File: config.mk
export PLATFORM = sky130hd
export DESIGN_NAME = detector_supervisor
export DESIGN_NICKNAME = d
export VERILOG_FILES = /design/src/rtl/detector_pkg.sv /design/src/rtl/detector_supervisor.sv
export SDC_FILE = /design/constraint.sdc
export NUM_CORES = 1
export LEC_CHECK = 0
export BUFFER_PORTS_ARGS = -buffer_cell sky130_fd_sc_hd__buf_2
export CAP_MARGIN = 20
export CORE_AREA = 2 2 169 171
export CTS_BUF_LIST = sky130_fd_sc_hd__clkbuf_16
export CTS_CLUSTER_DIAMETER = 80
export DETAILED_ROUTE_END_ITERATION = 8
export DIE_AREA = 0 0 171 173
export GPL_TIMING_DRIVEN = 0
export PLACE_DENSITY = 0.87
export SYNTH_ARGS = -nofsm -noshare
export SYNTH_HDL_FRONTEND = slang
export SYNTH_SLANG_ARGS = --single-unit
File: constraint.sdc
create_clock -name CLK -period 21.9 [get_ports CLK]
set_clock_uncertainty 0.2 [all_clocks]
set_input_delay 0 -clock CLK [delete_from_list [all_inputs] [get_ports CLK]]
set_output_delay 0 -clock CLK [all_outputs]
set_load 0.02 [all_outputs]
File: src/rtl/detector_pkg.sv
/*
  Shared types and constants of the detector supervisory block.
  Assumes a 200 MHz system clock and a 32-bit AXI4-Lite register bus.
*/
package detector_pkg;

  // Register byte offsets
  localparam logic [3:0] ADDR_CONFIG = 4'h0;
  localparam logic [3:0] ADDR_HOLD = 4'h4;
  localparam logic [3:0] ADDR_STATUS = 4'h8;
  localparam logic [3:0] ADDR_BRIGHT = 4'hC;

  // Values after reset
  localparam logic [31:0] CONFIG_RST = 32'h0000_1000;
  localparam logic [31:0] HOLD_RST = 32'h0000_003C;
  localparam logic [31:0] BRIGHT_RST = 32'h0000_0000;
  localparam logic [7:0] FACTOR_RST = 8'h01;

  localparam logic [1:0] RESP_OKAY = 2'h0;
  localparam logic [1:0] RESP_SLVERR = 2'h2;

  // Hold-delay tick: one millisecond
  localparam int CLK_PERIOD_NS = 5;
  localparam int TICK_NS = 1000000;
  localparam int TICK_CYCLES_DFLT = TICK_NS / CLK_PERIOD_NS;

  typedef enum logic [2:0] {
    ST_IDLE = 3'h1,
    ST_MOTION = 3'h2,
    ST_DISABLED = 3'h4
  } st_t;

  typedef enum logic [1:0] {
    END_NONE = 2'h0,
    END_AS_END = 2'h1,
    END_AS_BEGIN = 2'h2,
    END_RESTORE = 2'h3
  } end_react_t;

  typedef enum logic [1:0] {
    RS_NONE = 2'h0,
    RS_DISABLED = 2'h1,
    RS_DETECT = 2'h2,
    RS_RESTORE = 2'h3
  } restart_t;

  typedef enum logic [1:0] {
    FB_STANDALONE = 2'h0,
    FB_MASTER = 2'h1,
    FB_EXTENSION = 2'h2,
    FB_RSVD = 2'h3
  } fb_type_t;

  // CONFIG register layout, bit 0 last
  typedef struct packed {
    logic [18:0] rsvd;
    logic fb_active;
    fb_type_t fb_type;
    logic inh_tgm_en;
    logic inh_pol;
    restart_t dl_react;
    restart_t ret_react;
    end_react_t end_react;
    logic bright_dep;
    logic lc_mode;
  } cfg_t;

  // STATUS register layout, bit 0 last
  typedef struct packed {
    logic [7:0] rsvd_hi;
    logic [7:0] factor;
    logic [4:0] rsvd_lo;
    logic swoff_wait;
    logic bright_indep;
    logic lc_inhibit;
    logic presence;
    logic hold_run;
    st_t saved;
    st_t state;
  } status_t;

endpackage

File: src/rtl/detector_supervisor.sv
/*
  Supervisory state logic of one motion-detection function block:
  disable start and end, light-control disable path, restart after
  supply return and after configuration download.
  Assumes event strobes are one-cycle pulses from logic on CLK.
*/
`timescale 1ns/100ps
module detector_supervisor
  import detector_pkg::*;
#(
  parameter int TICK_CYCLES = TICK_CYCLES_DFLT,
  parameter int HOLD_W = 24
) (
  // Clock and reset
  input wire logic CLK,
  input wire logic RST_B,
  // AXI4-Lite write
  input wire logic [3:0] S_AXI_AWADDR,
  input wire logic S_AXI_AWVALID,
  output logic S_AXI_AWREADY,
  input wire logic [31:0] S_AXI_WDATA,
  input wire logic [3:0] S_AXI_WSTRB,
  input wire logic S_AXI_WVALID,
  output logic S_AXI_WREADY,
  output logic [1:0] S_AXI_BRESP,
  output logic S_AXI_BVALID,
  input wire logic S_AXI_BREADY,
  // AXI4-Lite read
  input wire logic [3:0] S_AXI_ARADDR,
  input wire logic S_AXI_ARVALID,
  output logic S_AXI_ARREADY,
  output logic [31:0] S_AXI_RDATA,
  output logic [1:0] S_AXI_RRESP,
  output logic S_AXI_RVALID,
  input wire logic S_AXI_RREADY,
  // Restart events
  input wire logic SUPPLY_RETURN,
  input wire logic DOWNLOAD_DONE,
  // Incoming telegrams
  input wire logic INHIBIT_STB,
  input wire logic INHIBIT_VAL,
  input wire logic MOTION_STB,
  input wire logic EXT_MOTION_STB,
  input wire logic MANUAL_STB,
  input wire logic FACTOR_STB,
  input wire logic [7:0] FACTOR_VAL,
  input wire logic [15:0] BRIGHTNESS,
  // Outgoing telegram requests
  output logic START_TGM,
  output logic END_TGM,
  output logic INHIBIT_TGM,
  // Light control and status
  output logic LC_PRESENCE,
  output logic LC_INHIBIT,
  output logic MOTION_ACTIVE,
  output logic BRIGHT_INDEP,
  output logic SWOFF_RESTART
);

  function automatic logic [31:0] merge_strb(input logic [31:0] old,
      input logic [31:0] data, input logic [3:0] strb);
    logic [31:0] res;
    res = old;
    for (int i = 0; i < 4; i++) begin
      if (strb[i]) begin
        res[i*8 +: 8] = data[i*8 +: 8];
      end
    end
    return res;
  endfunction

  function automatic logic [HOLD_W-1:0] hold_len(input logic [15:0] base,
      input logic [7:0] factor);
    logic [15:0] b;
    logic [7:0] f;
    b = (base == 16'h0000) ? 16'h0001 : base;
    f = (factor == 8'h00) ? 8'h01 : factor;
    return HOLD_W'(b * f);
  endfunction

  logic rst_meta_q;
  logic rst_n;
  logic [31:0] config_q;
  logic [31:0] hold_base_q;
  logic [31:0] bright_q;
  cfg_t cfg;
  status_t status;
  st_t st_q;
  st_t st_d;
  st_t save_q;
  st_t save_d;
  logic pres_q, pres_d;
  logic lcinh_q, lcinh_d;
  logic bi_q, bi_d;
  logic swoff_q, swoff_set;
  logic start_p, end_p, inh_p;
  logic hold_ld, hold_clr;
  logic hold_run_q;
  logic [HOLD_W-1:0] hold_cnt_q;
  logic [31:0] tick_cnt_q;
  logic tick;
  logic hold_done;
  logic [7:0] factor_q;
  logic start_q, end_q, inh_q, swoff_pulse_q;
  logic tgm_ok, type_ok, ret_go, dl_go, inh_on, motion_in;
  restart_t rs;
  end_react_t er;
  logic restore_hit;
  logic aw_hold_q, w_hold_q;
  logic [3:0] aw_addr_q;
  logic [31:0] wdata_q;
  logic [3:0] wstrb_q;
  logic aw_have, w_have, wr_fire;
  logic [3:0] wr_addr;
  logic [31:0] wr_data;
  logic [3:0] wr_strb;
  logic bvalid_q, rvalid_q;
  logic [1:0] bresp_q, rresp_q;
  logic [31:0] rdata_q;

  // Reset release through two flops
  always_ff @(posedge CLK or negedge RST_B) begin
    if (!RST_B) begin
      rst_meta_q <= 1'b0;
      rst_n <= 1'b0;
    end else begin
      rst_meta_q <= 1'b1;
      rst_n <= rst_meta_q;
    end
  end

  assign cfg = cfg_t'(config_q);
  assign type_ok = (cfg.fb_type == FB_STANDALONE) ||
                   (cfg.fb_type == FB_MASTER);
  // Light control sends its own telegrams, so the block stays quiet
  assign tgm_ok = !cfg.lc_mode && type_ok;
  assign dl_go = DOWNLOAD_DONE && cfg.fb_active && type_ok;
  assign ret_go = SUPPLY_RETURN && cfg.fb_active && !dl_go;
  assign inh_on = INHIBIT_VAL ^ cfg.inh_pol;
  assign motion_in = MOTION_STB || EXT_MOTION_STB || MANUAL_STB;

  // Hold-delay prescaler and counter
  assign tick = (tick_cnt_q == 32'(TICK_CYCLES - 1));
  assign hold_done = hold_run_q && tick && (hold_cnt_q <= HOLD_W'(1));

  always_ff @(posedge CLK or negedge rst_n) begin
    if (!rst_n) begin
      tick_cnt_q <= 32'h0000_0000;
    end else if (!hold_run_q || hold_ld || tick) begin
      tick_cnt_q <= 32'h0000_0000;
    end else begin
      tick_cnt_q <= tick_cnt_q + 32'h0000_0001;
    end
  end

  always_ff @(posedge CLK or negedge rst_n) begin
    if (!rst_n) begin
      hold_run_q <= 1'b0;
      hold_cnt_q <= '0;
    end else if (hold_ld) begin
      hold_run_q <= 1'b1;
      hold_cnt_q <= hold_len(hold_base_q[15:0], factor_q);
    end else if (hold_clr || hold_done) begin
      hold_run_q <= 1'b0;
      hold_cnt_q <= '0;
    end else if (hold_run_q && tick) begin
      hold_cnt_q <= hold_cnt_q - HOLD_W'(1);
    end
  end

  // Factor is taken in every state, disabled included
  always_ff @(posedge CLK or negedge rst_n) begin
    if (!rst_n) begin
      factor_q <= FACTOR_RST;
    end else if (FACTOR_STB) begin
      factor_q <= FACTOR_VAL;
    end
  end

  // Supervisory decisions; restart wins over telegrams, motion over expiry
  always_comb begin
    st_d = st_q;
    save_d = save_q;
    pres_d = pres_q;
    lcinh_d = lcinh_q;
    bi_d = bi_q;
    swoff_set = 1'b0;
    start_p = 1'b0;
    end_p = 1'b0;
    inh_p = 1'b0;
    hold_ld = 1'b0;
    hold_clr = 1'b0;
    restore_hit = 1'b0;
    rs = RS_NONE;
    er = END_NONE;
    if (ret_go || dl_go) begin
      rs = dl_go ? cfg.dl_react : cfg.ret_react;
      if (rs == RS_RESTORE) begin
        if (dl_go) begin
          rs = RS_NONE;
        end else begin
          unique case (st_q)
            ST_IDLE: rs = RS_NONE;
            ST_DISABLED: rs = RS_DISABLED;
            ST_MOTION: begin
              rs = RS_DETECT;
              restore_hit = !cfg.lc_mode;
            end
          endcase
        end
      end
      unique case (rs)
        RS_NONE: begin
          st_d = ST_IDLE;
          hold_clr = 1'b1;
          pres_d = 1'b0;
          lcinh_d = 1'b0;
        end
        RS_DISABLED: begin
          st_d = ST_DISABLED;
          save_d = ST_IDLE;
          hold_clr = 1'b1;
          pres_d = 1'b0;
          lcinh_d = cfg.lc_mode;
          inh_p = tgm_ok && cfg.inh_tgm_en;
        end
        RS_DETECT, RS_RESTORE: begin
          st_d = ST_MOTION;
          hold_ld = 1'b1;
          lcinh_d = 1'b0;
          pres_d = cfg.lc_mode;
          start_p = tgm_ok;
          bi_d = restore_hit || !cfg.bright_dep ||
                 (BRIGHTNESS < bright_q[15:0]);
          swoff_set = restore_hit;
        end
      endcase
    end else if (INHIBIT_STB) begin
      if (inh_on) begin
        if (st_q != ST_DISABLED) begin
          save_d = st_q;
        end
        // Repeated disable repeats the start reaction
        st_d = ST_DISABLED;
        hold_clr = 1'b1;
        lcinh_d = cfg.lc_mode;
        inh_p = tgm_ok && cfg.inh_tgm_en;
      end else if (st_q == ST_DISABLED) begin
        lcinh_d = 1'b0;
        if (cfg.lc_mode) begin
          st_d = ST_IDLE;
          hold_clr = 1'b1;
          pres_d = 1'b1;
        end else begin
          er = (cfg.fb_type == FB_EXTENSION) ? END_NONE : cfg.end_react;
          if (er == END_RESTORE) begin
            er = (save_q == ST_MOTION) ? END_AS_BEGIN : END_AS_END;
          end
          unique case (er)
            END_NONE: begin
              st_d = ST_IDLE;
              hold_clr = 1'b1;
            end
            END_AS_END: begin
              st_d = ST_IDLE;
              hold_clr = 1'b1;
              end_p = tgm_ok;
            end
            END_AS_BEGIN, END_RESTORE: begin
              st_d = ST_MOTION;
              hold_ld = 1'b1;
              start_p = tgm_ok;
            end
          endcase
        end
      end
      // Enable while not disabled falls through unanswered
    end else if (motion_in && st_q != ST_DISABLED) begin
      start_p = tgm_ok && (st_q == ST_IDLE);
      st_d = ST_MOTION;
      hold_ld = 1'b1;
      pres_d = cfg.lc_mode;
    end else if (st_q == ST_MOTION && hold_done) begin
      st_d = ST_IDLE;
      end_p = tgm_ok;
      pres_d = 1'b0;
    end
  end

  always_ff @(posedge CLK or negedge rst_n) begin
    if (!rst_n) begin
      st_q <= ST_IDLE;
      save_q <= ST_IDLE;
    end else begin
      st_q <= st_d;
      save_q <= save_d;
    end
  end

  always_ff @(posedge CLK or negedge rst_n) begin
    if (!rst_n) begin
      pres_q <= 1'b0;
      lcinh_q <= 1'b0;
      bi_q <= 1'b1;
    end else begin
      pres_q <= pres_d;
      lcinh_q <= lcinh_d;
      bi_q <= bi_d;
    end
  end

  // Switch-off delay stays parked until brightness climbs again
  always_ff @(posedge CLK or negedge rst_n) begin
    if (!rst_n) begin
      swoff_q <= 1'b0;
      swoff_pulse_q <= 1'b0;
    end else begin
      swoff_pulse_q <= 1'b0;
      if (swoff_set) begin
        swoff_q <= 1'b1;
      end else if (swoff_q && BRIGHTNESS > bright_q[31:16]) begin
        swoff_q <= 1'b0;
        swoff_pulse_q <= 1'b1;
      end
    end
  end

  always_ff @(posedge CLK or negedge rst_n) begin
    if (!rst_n) begin
      start_q <= 1'b0;
      end_q <= 1'b0;
      inh_q <= 1'b0;
    end else begin
      start_q <= start_p;
      end_q <= end_p;
      inh_q <= inh_p;
    end
  end

  assign START_TGM = start_q;
  assign END_TGM = end_q;
  assign INHIBIT_TGM = inh_q;
  assign LC_PRESENCE = pres_q;
  assign LC_INHIBIT = lcinh_q;
  assign MOTION_ACTIVE = (st_q == ST_MOTION);
  assign BRIGHT_INDEP = bi_q;
  assign SWOFF_RESTART = swoff_pulse_q;

  // AXI4-Lite write: address and data taken in either order
  assign S_AXI_AWREADY = !aw_hold_q && !bvalid_q;
  assign S_AXI_WREADY = !w_hold_q && !bvalid_q;
  assign aw_have = aw_hold_q || (S_AXI_AWVALID && S_AXI_AWREADY);
  assign w_have = w_hold_q || (S_AXI_WVALID && S_AXI_WREADY);
  assign wr_fire = aw_have && w_have && !bvalid_q;
  assign wr_addr = aw_hold_q ? aw_addr_q : S_AXI_AWADDR;
  assign wr_data = w_hold_q ? wdata_q : S_AXI_WDATA;
  assign wr_strb = w_hold_q ? wstrb_q : S_AXI_WSTRB;

  always_ff @(posedge CLK or negedge rst_n) begin
    if (!rst_n) begin
      aw_hold_q <= 1'b0;
      aw_addr_q <= 4'h0;
      w_hold_q <= 1'b0;
      wdata_q <= 32'h0000_0000;
      wstrb_q <= 4'h0;
    end else if (wr_fire) begin
      aw_hold_q <= 1'b0;
      w_hold_q <= 1'b0;
    end else begin
      if (S_AXI_AWVALID && S_AXI_AWREADY) begin
        aw_hold_q <= 1'b1;
        aw_addr_q <= S_AXI_AWADDR;
      end
      if (S_AXI_WVALID && S_AXI_WREADY) begin
        w_hold_q <= 1'b1;
        wdata_q <= S_AXI_WDATA;
        wstrb_q <= S_AXI_WSTRB;
      end
    end
  end

  always_ff @(posedge CLK or negedge rst_n) begin
    if (!rst_n) begin
      config_q <= CONFIG_RST;
      hold_base_q <= HOLD_RST;
      bright_q <= BRIGHT_RST;
    end else if (wr_fire) begin
      unique case ({wr_addr[3:2], 2'b00})
        ADDR_CONFIG: config_q <= merge_strb(config_q, wr_data, wr_strb);
        ADDR_HOLD: hold_base_q <= merge_strb(hold_base_q, wr_data, wr_strb);
        ADDR_BRIGHT: bright_q <= merge_strb(bright_q, wr_data, wr_strb);
        default: ;
      endcase
    end
  end

  always_ff @(posedge CLK or negedge rst_n) begin
    if (!rst_n) begin
      bvalid_q <= 1'b0;
      bresp_q <= RESP_OKAY;
    end else if (wr_fire) begin
      bvalid_q <= 1'b1;
      bresp_q <= (wr_addr[1:0] != 2'b00) ? RESP_SLVERR : RESP_OKAY;
    end else if (S_AXI_BREADY) begin
      bvalid_q <= 1'b0;
    end
  end

  assign S_AXI_BVALID = bvalid_q;
  assign S_AXI_BRESP = bresp_q;

  always_comb begin
    status = '0;
    status.state = st_q;
    status.saved = save_q;
    status.hold_run = hold_run_q;
    status.presence = pres_q;
    status.lc_inhibit = lcinh_q;
    status.bright_indep = bi_q;
    status.swoff_wait = swoff_q;
    status.factor = factor_q;
  end

  // AXI4-Lite read, answered one cycle after the address
  assign S_AXI_ARREADY = !rvalid_q;

  always_ff @(posedge CLK or negedge rst_n) begin
    if (!rst_n) begin
      rvalid_q <= 1'b0;
      rresp_q <= RESP_OKAY;
      rdata_q <= 32'h0000_0000;
    end else if (S_AXI_ARVALID && !rvalid_q) begin
      rvalid_q <= 1'b1;
      rresp_q <= (S_AXI_ARADDR[1:0] != 2'b00) ? RESP_SLVERR : RESP_OKAY;
      unique case ({S_AXI_ARADDR[3:2], 2'b00})
        ADDR_CONFIG: rdata_q <= {13'h0, config_q[18:0]};
        ADDR_HOLD: rdata_q <= {16'h0000, hold_base_q[15:0]};
        ADDR_STATUS: rdata_q <= status;
        ADDR_BRIGHT: rdata_q <= bright_q;
        default: rdata_q <= 32'h0000_0000;
      endcase
    end else if (S_AXI_RREADY) begin
      rvalid_q <= 1'b0;
    end
  end

  assign S_AXI_RVALID = rvalid_q;
  assign S_AXI_RRESP = rresp_q;
  assign S_AXI_RDATA = rdata_q;

endmodule

==> out/results.env <==
GROUTE.LAYER.MET1.USAGE=0.373
MAX_SLEW_MARGIN=0.289
POST-ROUTE-MIN-PERIOD_NS=6.66
CRIT_PATH_END_KIND='flip-flop'
WORST_SLEW_PIN_SLEW_NS=1.05
GRT_ANTENNA_BEFORE_REPAIR=1
MAXSLEWVIOLCOUNT=0
FF_LATCH_COUNT_SYNTH=226
DETAIL_ROUTE.WIRELENGTH_UM=45300
MAX_STAGE_DELAY_NS=0.59
YS_DOMINANT_REG_CELL='dfrtp_1'
WORSTSETUPPATHTYPE='reg2reg'
NETLIST_AREA_UM2=15600
CLOCK_TREE_FROM_TRITONCTS='built'
GRT_OVF=0
CELL_TYPE_OF_THE_SLOWEST_STAGE_ON_THE_WORST_TIMING_PATH='a41oi_1'
MAX_FREQ_MHz=150
INITIAL_UTILIZATION=0.565
CTS.REPAIR_TIMING.SETUP_BUFFER_COUNT=0
DRT-INITIAL-DRC-COUNT=1559
VIA_COUNT_OF_THE_FIRST_GLOBAL_ROUTING_PASS=14100
SYNTHESIS.YOSYS.WARNINGS=0
GRT_BUSIEST_LAYER='met2'
STATUS='finished, violations left'
TIMING.CRITICAL_PATH.FANOUT_MAX=8
GRT_USAGE=0.305
CLKLATENCYLATEPIN_NS=0.56
POSTROUTEANTENNANETS=0
CP_COMMON_CELL='fa_1'
WORST-ENDPOINT-ARRIVAL_NS=6.84
NUMCLOCKSINKS=226
VIOLATIONS='hold timing'
FP-ROW-COUNT=61
SYNTH_TOP_AREA_FRAC=0.348
SYNTH_ASYNC_SR_FLOP_SHARE=1.00
CTS_BUFS_INSERTED=25
GLOBALROUTEMET3UTIL=0.0565
NUM_IO_PINS=132
MOSTFREQUENTLAYOUTCELL='dfrtp_1'
SYNTH.YOSYS.SEQ_AREA_SHARE=0.363
FINAL_HOLD_VIOL_COUNT=1
FINALNETCOUNT=2091
POST-ROUTE-DRC-COUNT=0
CRIT_PATH_START_KIND='flip-flop'
SYN-INSTANCE-COUNT=1603
SEQCELLAREA_UM2=5670
NUMBER_OF_ENABLE_TYPE_REGISTER_CELLS_IN_THE_SYNTHESIZED_NETLIST=0
VIA_PER_INST=6.07
TIMING.FINAL.SETUP_VIOLATIONS=0
MET2_CAPACITY_USAGE_DURING_GLOBAL_ROUTING=0.516
MAXCAPVIOLCOUNT=0
POST_ROUTE_CELLS_DRIVE_ABOVE_1_SHARE=0.161
CP_CELL_SEQUENCE='nor4_1 > a41oi_1 > nand2b_1 > fa_1 > fa_1 > inv_1 > fa_1 > inv_1 > fa_1 > inv_1 > ha_1 > o21a_1 > o31a_1 > or4_1 > a21oi_2 > o31ai_1 > a2111oi_0 > o32ai_1'
FINAL.PERIOD_UTILIZATION=0.304
HOLDWS_NS=-0.00448
WORST_HOLD_PATH_TYPE='in2reg'
GRT_MAX_DEGREE=73
DP.FINAL_HPWL_UM=30900
CLOCKBUFFERDEPTH=3
COUNT_OF_HOLD_FIX_BUFFERS_INSERTED_AT_CTS=86
MEAN_CELL_AREA_OF_THE_MAPPED_NETLIST_UM2=9.74
DETAIL_ROUTE.FIRST_PASS.ITERATIONS=6
ROUTE.DETAILED.WL_PER_INST_UM=20.2
GRT_FIRST_PASS_WIRELENGTH_UM=71800
SYNTH_AREA_LEADERS='dfrtp_1, fa_1, ha_1, mux2_2, nor2_1'
LAYOUT.CELLS.MOST_COMMON_LIST='dfrtp_1, nor2_1, inv_1, buf_2, a21oi_1'
IO_BUFFERS=125
YOSYSUNIQUECELLTYPES=83
RSZ0062_AT_GRT='false'
DIEAREA_UM2=29600
POST_CTS_RESIZED=0
WORST-ENDPOINT-REQUIRED_NS=22.08
DIEHEIGHT_UM=173
CORE_AREA_UM2=27600
MULTI_INPUT_AREA_UM2=9050
AREA_GROWTH_PCT=18.4
FINAL.FILL_COUNT=2003
CLOCKROOTBUFFER='clkbuf_16'
PLACE.GP.CONGESTION=0.915
CHIPWIDTH_UM=171
SYNTH_LARGEST_AREA_CELL='dfrtp_1'
PATH_CLK_SLEW_NS=0.06
FIN_SETUP_TNS_NS=0
H-TREE-DEPTH=1
VIAS=13600
==> Yosys cell counts (11+ instances only) <==
library cell	n
nand4_1	14
o21ai_1	21
nand3_1	33
xnor2_1	20
clkbuf_1	56
o21ai_0	46
and2_1	93
nor4_1	13
mux2i_1	43
inv_1	147
nor2_1	160
mux2_2	72
nor2b_1	31
ha_1	78
nand2b_1	14
nand2_1	94
nor3_1	27
dfrtp_1	217
a21oi_1	110
mux4_2	11
a21o_1	11
xor2_1	25
fa_1	84
a22oi_1	11
==> state kept, by name, indices dropped and copies added (netlist names), 4 cells and up <==
| name | cells |
|---|---|
| S_AXI_RDATA | 32 |
| aw_addr_q | 4 |
| bright_q | 32 |
| cfg | 19 |
| factor_q | 8 |
| hold_base_q | 16 |
| hold_cnt_q | 24 |
| tick_cnt_q | 32 |
| wdata_q | 32 |
| wstrb_q | 4 |
==> layout make-up <==
class | count | area share
antenna | 2 | 0.000271
timing repair buffer | 215 | 0.0852
clock inverter | 21 | 0.00995
sequential | 226 | 0.307
buffer | 78 | 0.0187
tap | 378 | 0.0256
clock buffer | 25 | 0.0339
inverter | 147 | 0.0299
multi-input combinational | 1153 | 0.490
==> logic make-up (layout without fill, tap and decap cells) <==
group,count (synthesis),count (layout),synth area share
and+or+nand+nor,526,526,0.171
AOI/OAI and AO/OA,290,290,0.116
muxes,127,127,0.0961
xor gates and xnor gates,45,45,0.0253
DFF,226,226,0.363
other,2,5,0.000481
adders and majority gates,162,162,0.170
buffers and inverters,225,486,0.0575
==> per-stage QoR <==
step / setup slack [ns] / hold slack, ns / cells / area, µm² / util
2_1_floorplan: 14.95 / -0.496 / 1604 / 15600 / -
3_3_place_gp: 12.57 / -0.415 / 2107 / 16700 / 0.605
3_5_place_dp: 15.51 / -0.411 / 2110 / 16800 / 0.608
4_1_cts: 15.39 / 0.0140 / 2242 / 18500 / 0.668
5_1_grt: 15.10 / 0.0354 / 2243 / 18500 / 0.669
6_report: 15.24 / -0.00448 / 2245 / 18500 / 0.669
==> critical path, delay by kind of cell, from the launching register on <==
family	cells	cell delay (ns)
compound gates	7	1.84
buf+inv	3	0.15
simple gates	3	1.40
flops	1	0.38
fa+ha+maj	5	2.52
==> routing by layer <==
| metal | share of wire | wire, µm |
|---|---|---|
| met5 | 0 | 0 |
| met4 | 0.055 | 2480 |
| met3 | 0.085 | 3850 |
| met2 | 0.49 | 22300 |
| met1 | 0.37 | 16700 |
==> final timing paths <==
check	to	cells past startpoint	start	slack, ns
max	hold_cnt_q[21]	18	hold_base_q[1]	15.24
min	S_AXI_RVALID	3	S_AXI_RREADY	-0.004
max reg2reg	hold_cnt_q[21]	18	hold_base_q[1]	15.24
min reg2reg	S_AXI_RDATA[6]	0	rst_n	0.10
max in group asynchronous	factor_q[0]	1	rst_n	20.61
min in group asynchronous	S_AXI_RDATA[6]	0	rst_n	0.10
Power is left out: the tool's default activity adds up to more than one toggle a clock period on the data nets, which glitch-free logic cannot reach.
